===== config.mk =====
export PLATFORM = sky130hd
export DESIGN_NAME = dsrs_core
export DESIGN_NICKNAME = d
export VERILOG_FILES = /design/src/design/dsrs_pkg.sv /design/src/design/dsrs_core.sv
export VERILOG_INCLUDE_DIRS = /design/src /design/src/design
export SDC_FILE = /design/constraint.sdc
export NUM_CORES = 1
export LEC_CHECK = 0
export BUFFER_PORTS_ARGS = -buffer_cell sky130_fd_sc_hd__clkbuf_2
export CORE_MARGIN = 2
export CORE_UTILIZATION = 30
export CTS_CLUSTER_DIAMETER = 150
export DETAILED_ROUTE_END_ITERATION = 8
export PLACE_DENSITY_LB_ADDON = 0.2
export SLEW_MARGIN = 20
export SYNTH_ARGS = -nofsm -noshare
export SYNTH_HDL_FRONTEND = slang
export SYNTH_SLANG_ARGS = --single-unit

===== constraint.sdc =====
create_clock -name sys_clk -period 1.65 [get_ports sys_clk]
set_input_delay 0.33 -clock sys_clk [delete_from_list [all_inputs] [get_ports sys_clk]]
set_output_delay 0.33 -clock sys_clk [all_outputs]
set_load 0.05 [all_outputs]

===== src/design/dsrs_cfg.svh =====
// constants for the display status readback and sleep entry block
//
// Contract
// - command 0Ch returns pixel format byte
// - nibbles report video and command depth
// - command 0Dh returns image mode byte
// - image bit 7 shows vertical scrolling
// - image bit 6 always reads zero
// - image bit 5 shows display inversion
// - image bits 4,3 show forced white/black
// - image bits 2..0 carry gamma curve
// - image byte zero at power-on, soft reset
// - command 0Eh returns signal mode byte
// - signal bit 0 shows serial link error
// - command 0Fh returns self diagnostic byte
// - status reads accepted in every power state
// - command 10h enters sleep, no parameters
// - interface, memory, registers work while sleeping
// - command 11h restarts converter, oscillator, scan
`ifndef DSRS_CFG_SVH
`define DSRS_CFG_SVH
`define DSRS_CMD_RD_PIXFMT  8'h0C
`define DSRS_CMD_RD_IMAGE   8'h0D
`define DSRS_CMD_RD_SIGNAL  8'h0E
`define DSRS_CMD_RD_DIAG    8'h0F
`define DSRS_CMD_SLEEP_IN   8'h10
`define DSRS_CMD_SLEEP_OUT  8'h11
`define DSRS_PIXFMT_RST     8'h77
`define DSRS_IMAGE_RST      8'h00
`define DSRS_FMT_16         4'h5
`define DSRS_FMT_18         4'h6
`define DSRS_FMT_24         4'h7
`define DSRS_SLEEP_WAIT_MS  120
`define DSRS_CLK_MHZ        250
`endif


===== src/design/dsrs_pkg.sv =====
// types for the display status readback and sleep entry block
`default_nettype none
package dsrs_pkg;
    typedef logic [7:0] dsrs_byte_t;
    typedef logic [3:0] dsrs_fmt_t;
    typedef enum logic [1:0] {
        DSRS_SLEEP = 2'b00,
        DSRS_AWAKE = 2'b01
    } dsrs_pwr_e;
endpackage
`default_nettype wire


===== src/design/dsrs_core.sv =====
// command decoder for status readback and sleep entry/exit
`include "dsrs_cfg.svh"
`default_nettype none
module dsrs_core (
    input  wire logic               sys_clk,
    input  wire logic               rst,
    input  wire logic               clk_en,
    input  wire logic               soft_rst,
    input  wire logic               cmd_valid,
    input  wire dsrs_pkg::dsrs_byte_t cmd_code,
    input  wire dsrs_pkg::dsrs_fmt_t  video_fmt,
    input  wire dsrs_pkg::dsrs_fmt_t  cmd_fmt,
    input  wire logic               vscroll_on,
    input  wire logic               invert_on,
    input  wire logic               all_white,
    input  wire logic               all_black,
    input  wire logic [2:0]         gamma_sel,
    input  wire logic               tear_en,
    input  wire logic               tear_mode,
    input  wire logic               line_sync,
    input  wire logic               frame_sync,
    input  wire logic               pclk_active,
    input  wire logic               pixel_valid_line,
    input  wire logic               link_error,
    input  wire logic               reg_load_ok,
    input  wire logic               func_ok,
    output logic                    rd_valid,
    output dsrs_pkg::dsrs_byte_t    rd_data,
    output logic                    sleeping,
    output logic                    panel_blank,
    output logic                    scan_run,
    output logic                    osc_run,
    output logic                    dcdc_on
);
    import dsrs_pkg::*;

    ////////////////////////////////////////////////////////////////////////
    // decode helpers
    function automatic logic is_read(input dsrs_byte_t c);
        is_read = (c == `DSRS_CMD_RD_PIXFMT) || (c == `DSRS_CMD_RD_IMAGE) ||
                  (c == `DSRS_CMD_RD_SIGNAL) || (c == `DSRS_CMD_RD_DIAG);
    endfunction

    // undefined depth codes pass through; the host owns what it set
    function automatic dsrs_byte_t pix_byte(input dsrs_fmt_t v,
                                           input dsrs_fmt_t c);
        pix_byte = {v, c};
    endfunction

    dsrs_pwr_e  pwr_q;
    dsrs_byte_t rd_data_q;
    logic       rd_valid_q;

    ////////////////////////////////////////////////////////////////////////
    // power state: sleep after reset, entry and exit by command
    always_ff @(posedge sys_clk or posedge rst) begin
        if (rst) begin
            pwr_q <= DSRS_SLEEP;
        end else if (clk_en) begin
            if (soft_rst) begin
                pwr_q <= DSRS_SLEEP;
            end else if (cmd_valid && cmd_code == `DSRS_CMD_SLEEP_IN) begin
                pwr_q <= DSRS_SLEEP;
            end else if (cmd_valid && cmd_code == `DSRS_CMD_SLEEP_OUT) begin
                pwr_q <= DSRS_AWAKE;
            end
        end
    end

    // analog controls follow power state; interface keeps running asleep
    assign sleeping    = (pwr_q == DSRS_SLEEP);
    assign panel_blank = sleeping;
    assign scan_run    = !sleeping;
    assign osc_run     = !sleeping;
    assign dcdc_on     = !sleeping;

    ////////////////////////////////////////////////////////////////////////
    // readback: byte captured on the command cycle, held until next read or soft reset
    // line levels are sampled here so the byte reflects command time
    always_ff @(posedge sys_clk or posedge rst) begin
        if (rst) begin
            rd_data_q  <= 8'h00;
            rd_valid_q <= 1'b0;
        end else if (clk_en) begin
            rd_valid_q <= 1'b0;
            if (soft_rst) begin
                rd_data_q <= 8'h00;
            end else if (cmd_valid && is_read(cmd_code)) begin
                rd_valid_q <= 1'b1;
                unique case (cmd_code)
                    `DSRS_CMD_RD_PIXFMT:
                        rd_data_q <= pix_byte(video_fmt, cmd_fmt);
                    `DSRS_CMD_RD_IMAGE:
                        rd_data_q <= {vscroll_on,
                                      1'b0,
                                      invert_on,
                                      all_white, all_black,
                                      gamma_sel};
                    `DSRS_CMD_RD_SIGNAL:
                        rd_data_q <= {tear_en, tear_mode, line_sync,
                                      frame_sync, pclk_active,
                                      pixel_valid_line, 1'b0,
                                      link_error};
                    `DSRS_CMD_RD_DIAG:
                        rd_data_q <= {reg_load_ok, func_ok, 6'h00};
                    default:                              // filtered above
                        rd_data_q <= rd_data_q;
                endcase
            end
        end
    end

    assign rd_valid = rd_valid_q;
    assign rd_data  = rd_data_q;

    ////////////////////////////////////////////////////////////////////////
    // checks: each taken command is judged at the next edge
    // a command counts only on an enabled edge without soft reset
    logic take_any;
    logic take_read;
    logic take_sleep;
    logic take_wake;
    logic take_other;
    assign take_any   = clk_en && cmd_valid && !soft_rst;
    assign take_read  = take_any && is_read(cmd_code);
    assign take_sleep = take_any && cmd_code == `DSRS_CMD_SLEEP_IN;
    assign take_wake  = take_any && cmd_code == `DSRS_CMD_SLEEP_OUT;
    assign take_other = take_any && !is_read(cmd_code)
        && !take_sleep && !take_wake;

    // sleep entry stops converter, oscillator and scan
    sleep_entry_a: assert property (
        @(posedge sys_clk) disable iff (rst)
        take_sleep |=> sleeping && panel_blank
            && !dcdc_on && !osc_run && !scan_run)
        else $error("sleep entry did not stop power blocks");

    // sleep exit restarts converter, oscillator and scan
    sleep_exit_a: assert property (
        @(posedge sys_clk) disable iff (rst)
        take_wake |=> !sleeping && !panel_blank
            && dcdc_on && osc_run && scan_run)
        else $error("sleep exit did not restart power blocks");

    // soft reset lands in sleep with everything stopped
    soft_sleep_a: assert property (
        @(posedge sys_clk) disable iff (rst)
        clk_en && soft_rst |=> sleeping && panel_blank
            && !dcdc_on && !osc_run && !scan_run)
        else $error("soft reset did not return to sleep");

    // every status read is answered one edge later
    read_any_a: assert property (
        @(posedge sys_clk) disable iff (rst)
        take_read
            |=> rd_valid)
        else $error("status read not answered");

    // reads asleep answer and leave the power state alone
    read_asleep_a: assert property (
        @(posedge sys_clk) disable iff (rst)
        take_read && sleeping
            |=> rd_valid && sleeping)
        else $error("read while asleep mishandled");

    // reads awake answer and leave the power state alone
    read_awake_a: assert property (
        @(posedge sys_clk) disable iff (rst)
        take_read && !sleeping
            |=> rd_valid && !sleeping)
        else $error("read while awake mishandled");

    // pixel format read is answered
    pix_read_a: assert property (
        @(posedge sys_clk) disable iff (rst)
        take_any && cmd_code == `DSRS_CMD_RD_PIXFMT
            |=> rd_valid)
        else $error("pixel format read not answered");

    // video depth high nibble, command depth low nibble
    pix_byte_a: assert property (
        @(posedge sys_clk) disable iff (rst)
        take_any && cmd_code == `DSRS_CMD_RD_PIXFMT
            |=> rd_data == {$past(video_fmt), $past(cmd_fmt)})
        else $error("pixel format byte wrong");

    // image mode read is answered
    image_read_a: assert property (
        @(posedge sys_clk) disable iff (rst)
        take_any && cmd_code == `DSRS_CMD_RD_IMAGE
            |=> rd_valid)
        else $error("image mode read not answered");

    // top bit follows vertical scrolling
    image_scroll_a: assert property (
        @(posedge sys_clk) disable iff (rst)
        take_any && cmd_code == `DSRS_CMD_RD_IMAGE
            |=> rd_data[7] == $past(vscroll_on))
        else $error("image scroll bit wrong");

    // no horizontal scrolling, so bit 6 is tied low
    image_hscroll_a: assert property (
        @(posedge sys_clk) disable iff (rst)
        take_any && cmd_code == `DSRS_CMD_RD_IMAGE
            |=> rd_data[6] == 1'b0)
        else $error("image spare bit set");

    // bit 5 follows display inversion
    image_invert_a: assert property (
        @(posedge sys_clk) disable iff (rst)
        take_any && cmd_code == `DSRS_CMD_RD_IMAGE
            |=> rd_data[5] == $past(invert_on))
        else $error("image inversion bit wrong");

    // forced white and forced black flags
    image_fill_a: assert property (
        @(posedge sys_clk) disable iff (rst)
        take_any && cmd_code == `DSRS_CMD_RD_IMAGE
            |=> rd_data[4:3] == {$past(all_white), $past(all_black)})
        else $error("image fill bits wrong");

    // gamma curve code in the low bits
    image_gamma_a: assert property (
        @(posedge sys_clk) disable iff (rst)
        take_any && cmd_code == `DSRS_CMD_RD_IMAGE
            |=> rd_data[2:0] == $past(gamma_sel))
        else $error("image gamma bits wrong");

    // soft reset clears the readback byte
    image_clear_a: assert property (
        @(posedge sys_clk) disable iff (rst)
        clk_en && soft_rst
            |=> rd_data == `DSRS_IMAGE_RST)
        else $error("soft reset did not clear readback");

    // signal mode read is answered
    signal_read_a: assert property (
        @(posedge sys_clk) disable iff (rst)
        take_any && cmd_code == `DSRS_CMD_RD_SIGNAL
            |=> rd_valid)
        else $error("signal mode read not answered");

    // link error in bit 0, bit 1 tied low
    signal_error_a: assert property (
        @(posedge sys_clk) disable iff (rst)
        take_any && cmd_code == `DSRS_CMD_RD_SIGNAL
            |=> rd_data[1:0] == {1'b0, $past(link_error)})
        else $error("signal error bits wrong");

    // tearing enable and mode on top
    signal_tear_a: assert property (
        @(posedge sys_clk) disable iff (rst)
        take_any && cmd_code == `DSRS_CMD_RD_SIGNAL
            |=> rd_data[7:6] == {$past(tear_en), $past(tear_mode)})
        else $error("signal tearing bits wrong");

    // sync levels as seen on the command cycle
    signal_sync_a: assert property (
        @(posedge sys_clk) disable iff (rst)
        take_any && cmd_code == `DSRS_CMD_RD_SIGNAL
            |=> rd_data[5:4] == {$past(line_sync), $past(frame_sync)})
        else $error("signal sync bits wrong");

    // pixel clock and valid line as seen on the command cycle
    signal_clock_a: assert property (
        @(posedge sys_clk) disable iff (rst)
        take_any && cmd_code == `DSRS_CMD_RD_SIGNAL
            |=> rd_data[3:2] == {$past(pclk_active), $past(pixel_valid_line)})
        else $error("signal clock bits wrong");

    // diagnostic read is answered
    diag_read_a: assert property (
        @(posedge sys_clk) disable iff (rst)
        take_any && cmd_code == `DSRS_CMD_RD_DIAG
            |=> rd_valid)
        else $error("diagnostic read not answered");

    // two check results on top, the rest low
    diag_byte_a: assert property (
        @(posedge sys_clk) disable iff (rst)
        take_any && cmd_code == `DSRS_CMD_RD_DIAG
            |=> rd_data == {$past(reg_load_ok), $past(func_ok), 6'h00})
        else $error("diagnostic byte wrong");

    // sleep entry keeps the last readback byte
    sleep_keeps_a: assert property (
        @(posedge sys_clk) disable iff (rst)
        take_sleep
            |=> $stable(rd_data) && !rd_valid)
        else $error("sleep entry disturbed readback");

    // sleep exit keeps the last readback byte
    wake_keeps_a: assert property (
        @(posedge sys_clk) disable iff (rst)
        take_wake
            |=> $stable(rd_data) && !rd_valid)
        else $error("sleep exit disturbed readback");

    // strobe is a single pulse per taken read
    valid_pulse_a: assert property (
        @(posedge sys_clk) disable iff (rst)
        clk_en && !take_read
            |=> !rd_valid)
        else $error("read strobe without a read");

    // byte holds until the next read or soft reset
    data_hold_a: assert property (
        @(posedge sys_clk) disable iff (rst)
        clk_en && !soft_rst && !take_read
            |=> $stable(rd_data))
        else $error("readback byte changed without a read");

    // power state moves only on sleep commands or resets
    power_hold_a: assert property (
        @(posedge sys_clk) disable iff (rst)
        clk_en && !soft_rst && !take_sleep && !take_wake
            |=> $stable(sleeping))
        else $error("power state moved without a command");

    // codes outside the set are dropped without a trace
    unknown_code_a: assert property (
        @(posedge sys_clk) disable iff (rst)
        take_other
            |=> !rd_valid && $stable(sleeping))
        else $error("unknown code had an effect");

    // a low enable freezes every register
    freeze_all_a: assert property (
        @(posedge sys_clk) disable iff (rst)
        !clk_en
            |=> $stable(rd_data) && $stable(rd_valid) && $stable(sleeping))
        else $error("state moved while frozen");

    // soft reset wins over a command in the same cycle
    soft_wins_a: assert property (
        @(posedge sys_clk) disable iff (rst)
        clk_en && soft_rst && cmd_valid
            |=> sleeping && !rd_valid && rd_data == `DSRS_IMAGE_RST)
        else $error("command beat soft reset");

    read_in_sleep_c: cover property (@(posedge sys_clk) disable iff (rst)
        sleeping && cmd_valid && cmd_code == `DSRS_CMD_RD_IMAGE);
    wake_c: cover property (@(posedge sys_clk) disable iff (rst)
        sleeping ##1 !sleeping);
    reenter_c: cover property (@(posedge sys_clk) disable iff (rst)
        !sleeping ##1 sleeping);
    freeze_c: cover property (@(posedge sys_clk) disable iff (rst)
        !clk_en && cmd_valid);
    soft_cmd_c: cover property (@(posedge sys_clk) disable iff (rst)
        clk_en && soft_rst && cmd_valid);
endmodule // dsrs_core
`default_nettype wire


After elaboration in Yosys (flattened, before gate mapping):

Cells that the tools add are included.

* register bits after elaboration: 11
* input port bits: 37
* output and inout port bits: 14

* equality and inequality tests: 6
* muxes and demuxes: 8
* reductions and logical operators: 13

Operators with widths (number)
* 8-bit by 4-bit == test with 1-bit output (second input constant): 4
* 8-bit case mux with 4 select lines: 1
* 8-bit by 5-bit == test with 1-bit output (second input constant): 2
* 8-bit two-way mux: 2
* 2-bit two-way mux: 3
* 5-bit nonzero test: 1
* 1-bit logical AND: 3
* 1-bit logical OR: 3
* 3-bit AND reduction: 1
* 3-bit nonzero test: 1
* 2-bit zero test: 1
* 1-bit two-way mux: 2
* 2-bit AND reduction: 1
* 2-bit nonzero test: 1
* 1-bit zero test: 1

Logic depth before layout (Yosys ltp):

* depth in word-level cells: 7
* mapped depth: 5
* depth with buffers taken out: 3

Worst setup path after synthesis:

No wires, ideal clock.

* path type: input port to flip-flop
* start point: input port cmd_code[5]
* end point: register rd_data_q[7] (netlist: rd_data[7])
* setup time: 0.122 ns
* arrival time: 1.558 ns
* data required time: 1.528 ns
* slack: -0.030 ns
* cell stages on the path: 4
* cells stage by stage: or3_4 buf_6 or4_1 a32o_1

* word-level cells in the longest chain between the ends: 7
* elaborated cells between the ends (all ways): 14

RTL lines
* start: declaration: RTL line dsrs_core.sv:10 `input wire dsrs_pkg::dsrs_byte_t cmd_code,`
* 8-bit by 4-bit == test with 1-bit output: RTL line dsrs_core.sv:90 `unique case (cmd_code)`
* 1-bit logical OR (3 in a row)
* 1-bit logical AND: RTL line dsrs_core.sv:88 `end else if (cmd_valid && is_read(cmd_code)) begin`
* 2-bit nonzero test (no line)
* 3-bit AND reduction (no line)
* end signal: assignment: RTL line dsrs_core.sv:92 `rd_data_q <= pix_byte(video_fmt, cmd_fmt);`
* end signal: assignment: RTL line dsrs_core.sv:94 `rd_data_q <= {vscroll_on,`
* end signal: assignment: RTL line dsrs_core.sv:100 `rd_data_q <= {tear_en, tear_mode, line_sync,`
* end: declaration: RTL line dsrs_core.sv:51 `dsrs_byte_t rd_data_q;`

Several ways; a longest one is shown, not always the timed one. The select of a mux whose other input is x is not followed.
A chain may end at the register's enable or synchronous reset.

Worst setup path after layout:

* start point: input port cmd_code[1]
* end point: register pwr_q[0]

* word-level cells in the longest chain between the ends: 4
* elaborated cells between the ends (all ways): 8

RTL lines
* 8-bit by 5-bit == test with 1-bit output (no line)
* 1-bit logical AND (no line)
* 3-bit nonzero test (no line) or 2-bit two-way mux (tied branches)
* 2-bit AND reduction (no line) or 2-bit two-way mux (tied branches)
* end signal: assignment: RTL line dsrs_core.sv:58 `pwr_q <= DSRS_SLEEP;`
* end signal: assignment: RTL line dsrs_core.sv:61 `pwr_q <= DSRS_SLEEP;`
* end signal: assignment: RTL line dsrs_core.sv:63 `pwr_q <= DSRS_SLEEP;`
* end: declaration: RTL line dsrs_core.sv:50 `dsrs_pwr_e pwr_q;`

Several ways; a longest one is shown, not always the timed one.

==> key figures <==
Layout
  – Most common cell after layout, fill and taps aside: clkbuf_2
  – Sequential cell area: 250 µm²
  – Fill cell count: 227
  – Finished Cell Area: 981 µm²
  – # diodes: 0
  – Share of layout cells above drive strength 1: 52.5%
  – Layout Nets: 159
  – Commonest cells after routing, fill and taps aside: clkbuf_2, dfrtp_1, inv_1
  – Footprint of the multi-input gates: 352 µm²
  – Area Overhead vs Synth: 45.5%
  – Final core occ: 45.2%

Route
  – Post-route ant nets: 0
  – Residual DRC count: 0
  – DRT Pass-1 Iters: 4
  – Initial DRC Count: 8
  – Routed len/inst: 12.4 µm
  – Vias: 734
  – Final WL: 1.83 mm
  – Via-to-Cell Ratio: 4.96

Floorplan
  – Ports: 51
  – Die Y: 51.4 µm
  – Core footprint: 2170 µm²
  – Row count: 17
  – Die area: 2640 µm²
  – Die extent in x: 51.4 µm
  – Initial Utilization: 31.1%

Logic synthesis
  – Async S/R FF share, synth: 100%
  – Synth area leader: dfrtp_1
  – Yosys cell types: 27
  – Mapped Nets: 105
  – FF+latch count, synth: 10
  – Mean Syn Cell Area: 9.92 µm²
  – Synth top area cells: dfrtp_1, mux2i_1, a32o_1
  – Main flop type after synthesis: dfrtp_1
  – Post-Synthesis Cell Area: 674 µm²
  – EDFF count, synth: 0
  – Synth Instances: 68
  – Seq/Total Area, Yosys: 37.1%
  – Synth top area share: 37.1%
  – Yosys warns: 0

Global routing
  – Number of global-route vias before repair: 676
  – Grt total ovfl: 0
  – Tot GR Track Use: 14.5%
  – Initial antenna violation count: 0
  – Largest net degree at the start of global routing: 14
  – First-pass GRT wire length: 2.86 mm

CTS
  – CTS tree: done
  – Clock root buffer: clkbuf_4
  – Clk slew on worst S/H paths: 0.07 ns
  – Inserted Clock Buffers: 3
  – CTS resizes: 0
  – CTS Sinks: 10
  – Hold Buf Count CTS: 0
  – Post-CTS setup buffers: 0
  – H-tree Lvls: 1
  – Clk_lat worst skew: 0.26 ns
  – CTS max path bufs: 2

Critical path
  – Req. time, crit path: 1.81 ns
  – Crit-path max FO: 2
  – CP arrival: 1.62 ns
  – CP Class: in2reg
  – Worst setup SP type: input port
  – CP Capture Type: flip-flop

STA
  – Min setup slack post-route: 0.183 ns
  – Final Cycle Share: 88.9%
  – Final setup viols: 0
  – RSZ-0062 raised after global routing: false
  – Hold slack: 0.0249 ns
  – Max Fclk: 682 MHz
  – Setup Skew: 0 ns
  – Final hold vios: 0
  – Pins Over Slew Limit: 0
  – Fin Setup TNS: 0 ns
  – Slew headroom: 73.0%
  – Slew @ Worst Pin: 0.404 ns
  – Clock period minus worst slack: 1.47 ns

Power
  – Lkg Pwr: 0.552 nW
  – Combinational Power Share: 22.6%
  – Clock power frac: 31.2%
  – Net Sw Power: 0.000145 W
  – Sw Ratio: 27.2%
  – Pwr per Cell Area: 545 nW/µm²
  – Internal: 0.000389 W
  – Max rail drop VDD: 0.318 mV
  – Seq pwr share: 46.1%

Status
  – Status: finished clean

Placement
  – Detailed placement HPWL: 1.50 mm
  – Post-DP Area: 958 µm²
  – Port Buffers: 50
  – Worst slack at placement: -0.0977 ns
  – Placer Congestion: 0.769

Hold path
  – Hold crit path type: in2async

Job
  – Max-cap viol count: 0
==> path summary, 6_finish.rpt <==
path / startpoint / endpoint / slack (ns) / cells after the start
min in group sys_clk: clk_en / rd_valid$_DFFE_PP0P_ / 0.34 / 3
max: cmd_code[1] / pwr_q[0]$_DFFE_PP0P_ / 0.18 / 4
min: rst / pwr_q[0]$_DFFE_PP0P_ / 0.02 / 2
min reg2reg: rd_valid$_DFFE_PP0P_ / rd_valid$_DFFE_PP0P_ / 0.49 / 1
max in group asynchronous: rst / rd_data[2]$_DFFE_PP0P_ / 1.34 / 2
max reg2reg: pwr_q[0]$_DFFE_PP0P_ / pwr_q[0]$_DFFE_PP0P_ / 0.91 / 1
==> cells by family after synthesis <==
group	synth area share, %
simple gates	18.2
compound gates	26.5
flops	37.1
mux	7.42
buf+inv	10.8
==> state kept, by name (all words and copies together) (netlist names) <==
register	count
pwr_q	1
rd_data	8
rd_valid	1
==> power groups by stage <==
stage	Sequential, W	Clock [W]	Combinational [W]
global route	0.000247	0.000186	0.000135
CTS	0.000247	0.000174	0.000123
floorplan	0.000255	0	0.0000584
detailed placement	0.000251	0	0.000122
finish	0.000247	0.000167	0.000121
global placement	0.000251	0	0.000119
==> critical path, stage by stage <==
cell and delay, ns:
clkbuf_2 0.09, or4b_2 0.67, or4_1 0.41, o211a_1 0.13
==> final cells by class <==
| class | count | share of cell area [%] |
|---|---|---|
| inverter | 7 | 2.68 |
| timing repair buffer | 56 | 30.1 |
| multi-input combinational | 44 | 35.8 |
| tap | 28 | 3.57 |
| clock buffer | 3 | 2.30 |
| sequential | 10 | 25.5 |
==> per-layer routing <==
| metal | global-route usage [%] | share of wire [%] |
|---|---|---|
| met5 | 0 | 0 |
| met3 | 5.26 | 9.7 |
| met2 | 22.2 | 43 |
| met4 | 5.70 | 2.9 |
| met1 | 18.5 | 45 |
==> stage by stage <==
step	power, W	instances
after floorplan	0.000313	68
after global routing	0.000567	148
final	0.000535	148
after detailed placement	0.000374	145
after CTS	0.000543	148
after global placement	0.000370	145
==> synthesized netlist by cell type (2+ instances only) <==
cell,number
a22o_1,4
a32o_1,4
buf_4,3
clkbuf_1,2
dfrtp_1,10
inv_1,7
mux2i_1,5
nand2_1,5
nand2b_1,3
nor3_1,2
o21ai_0,2
o2bb2ai_1,4
o311ai_0,2
or4_1,2
(Power assumes the default switching activity.)
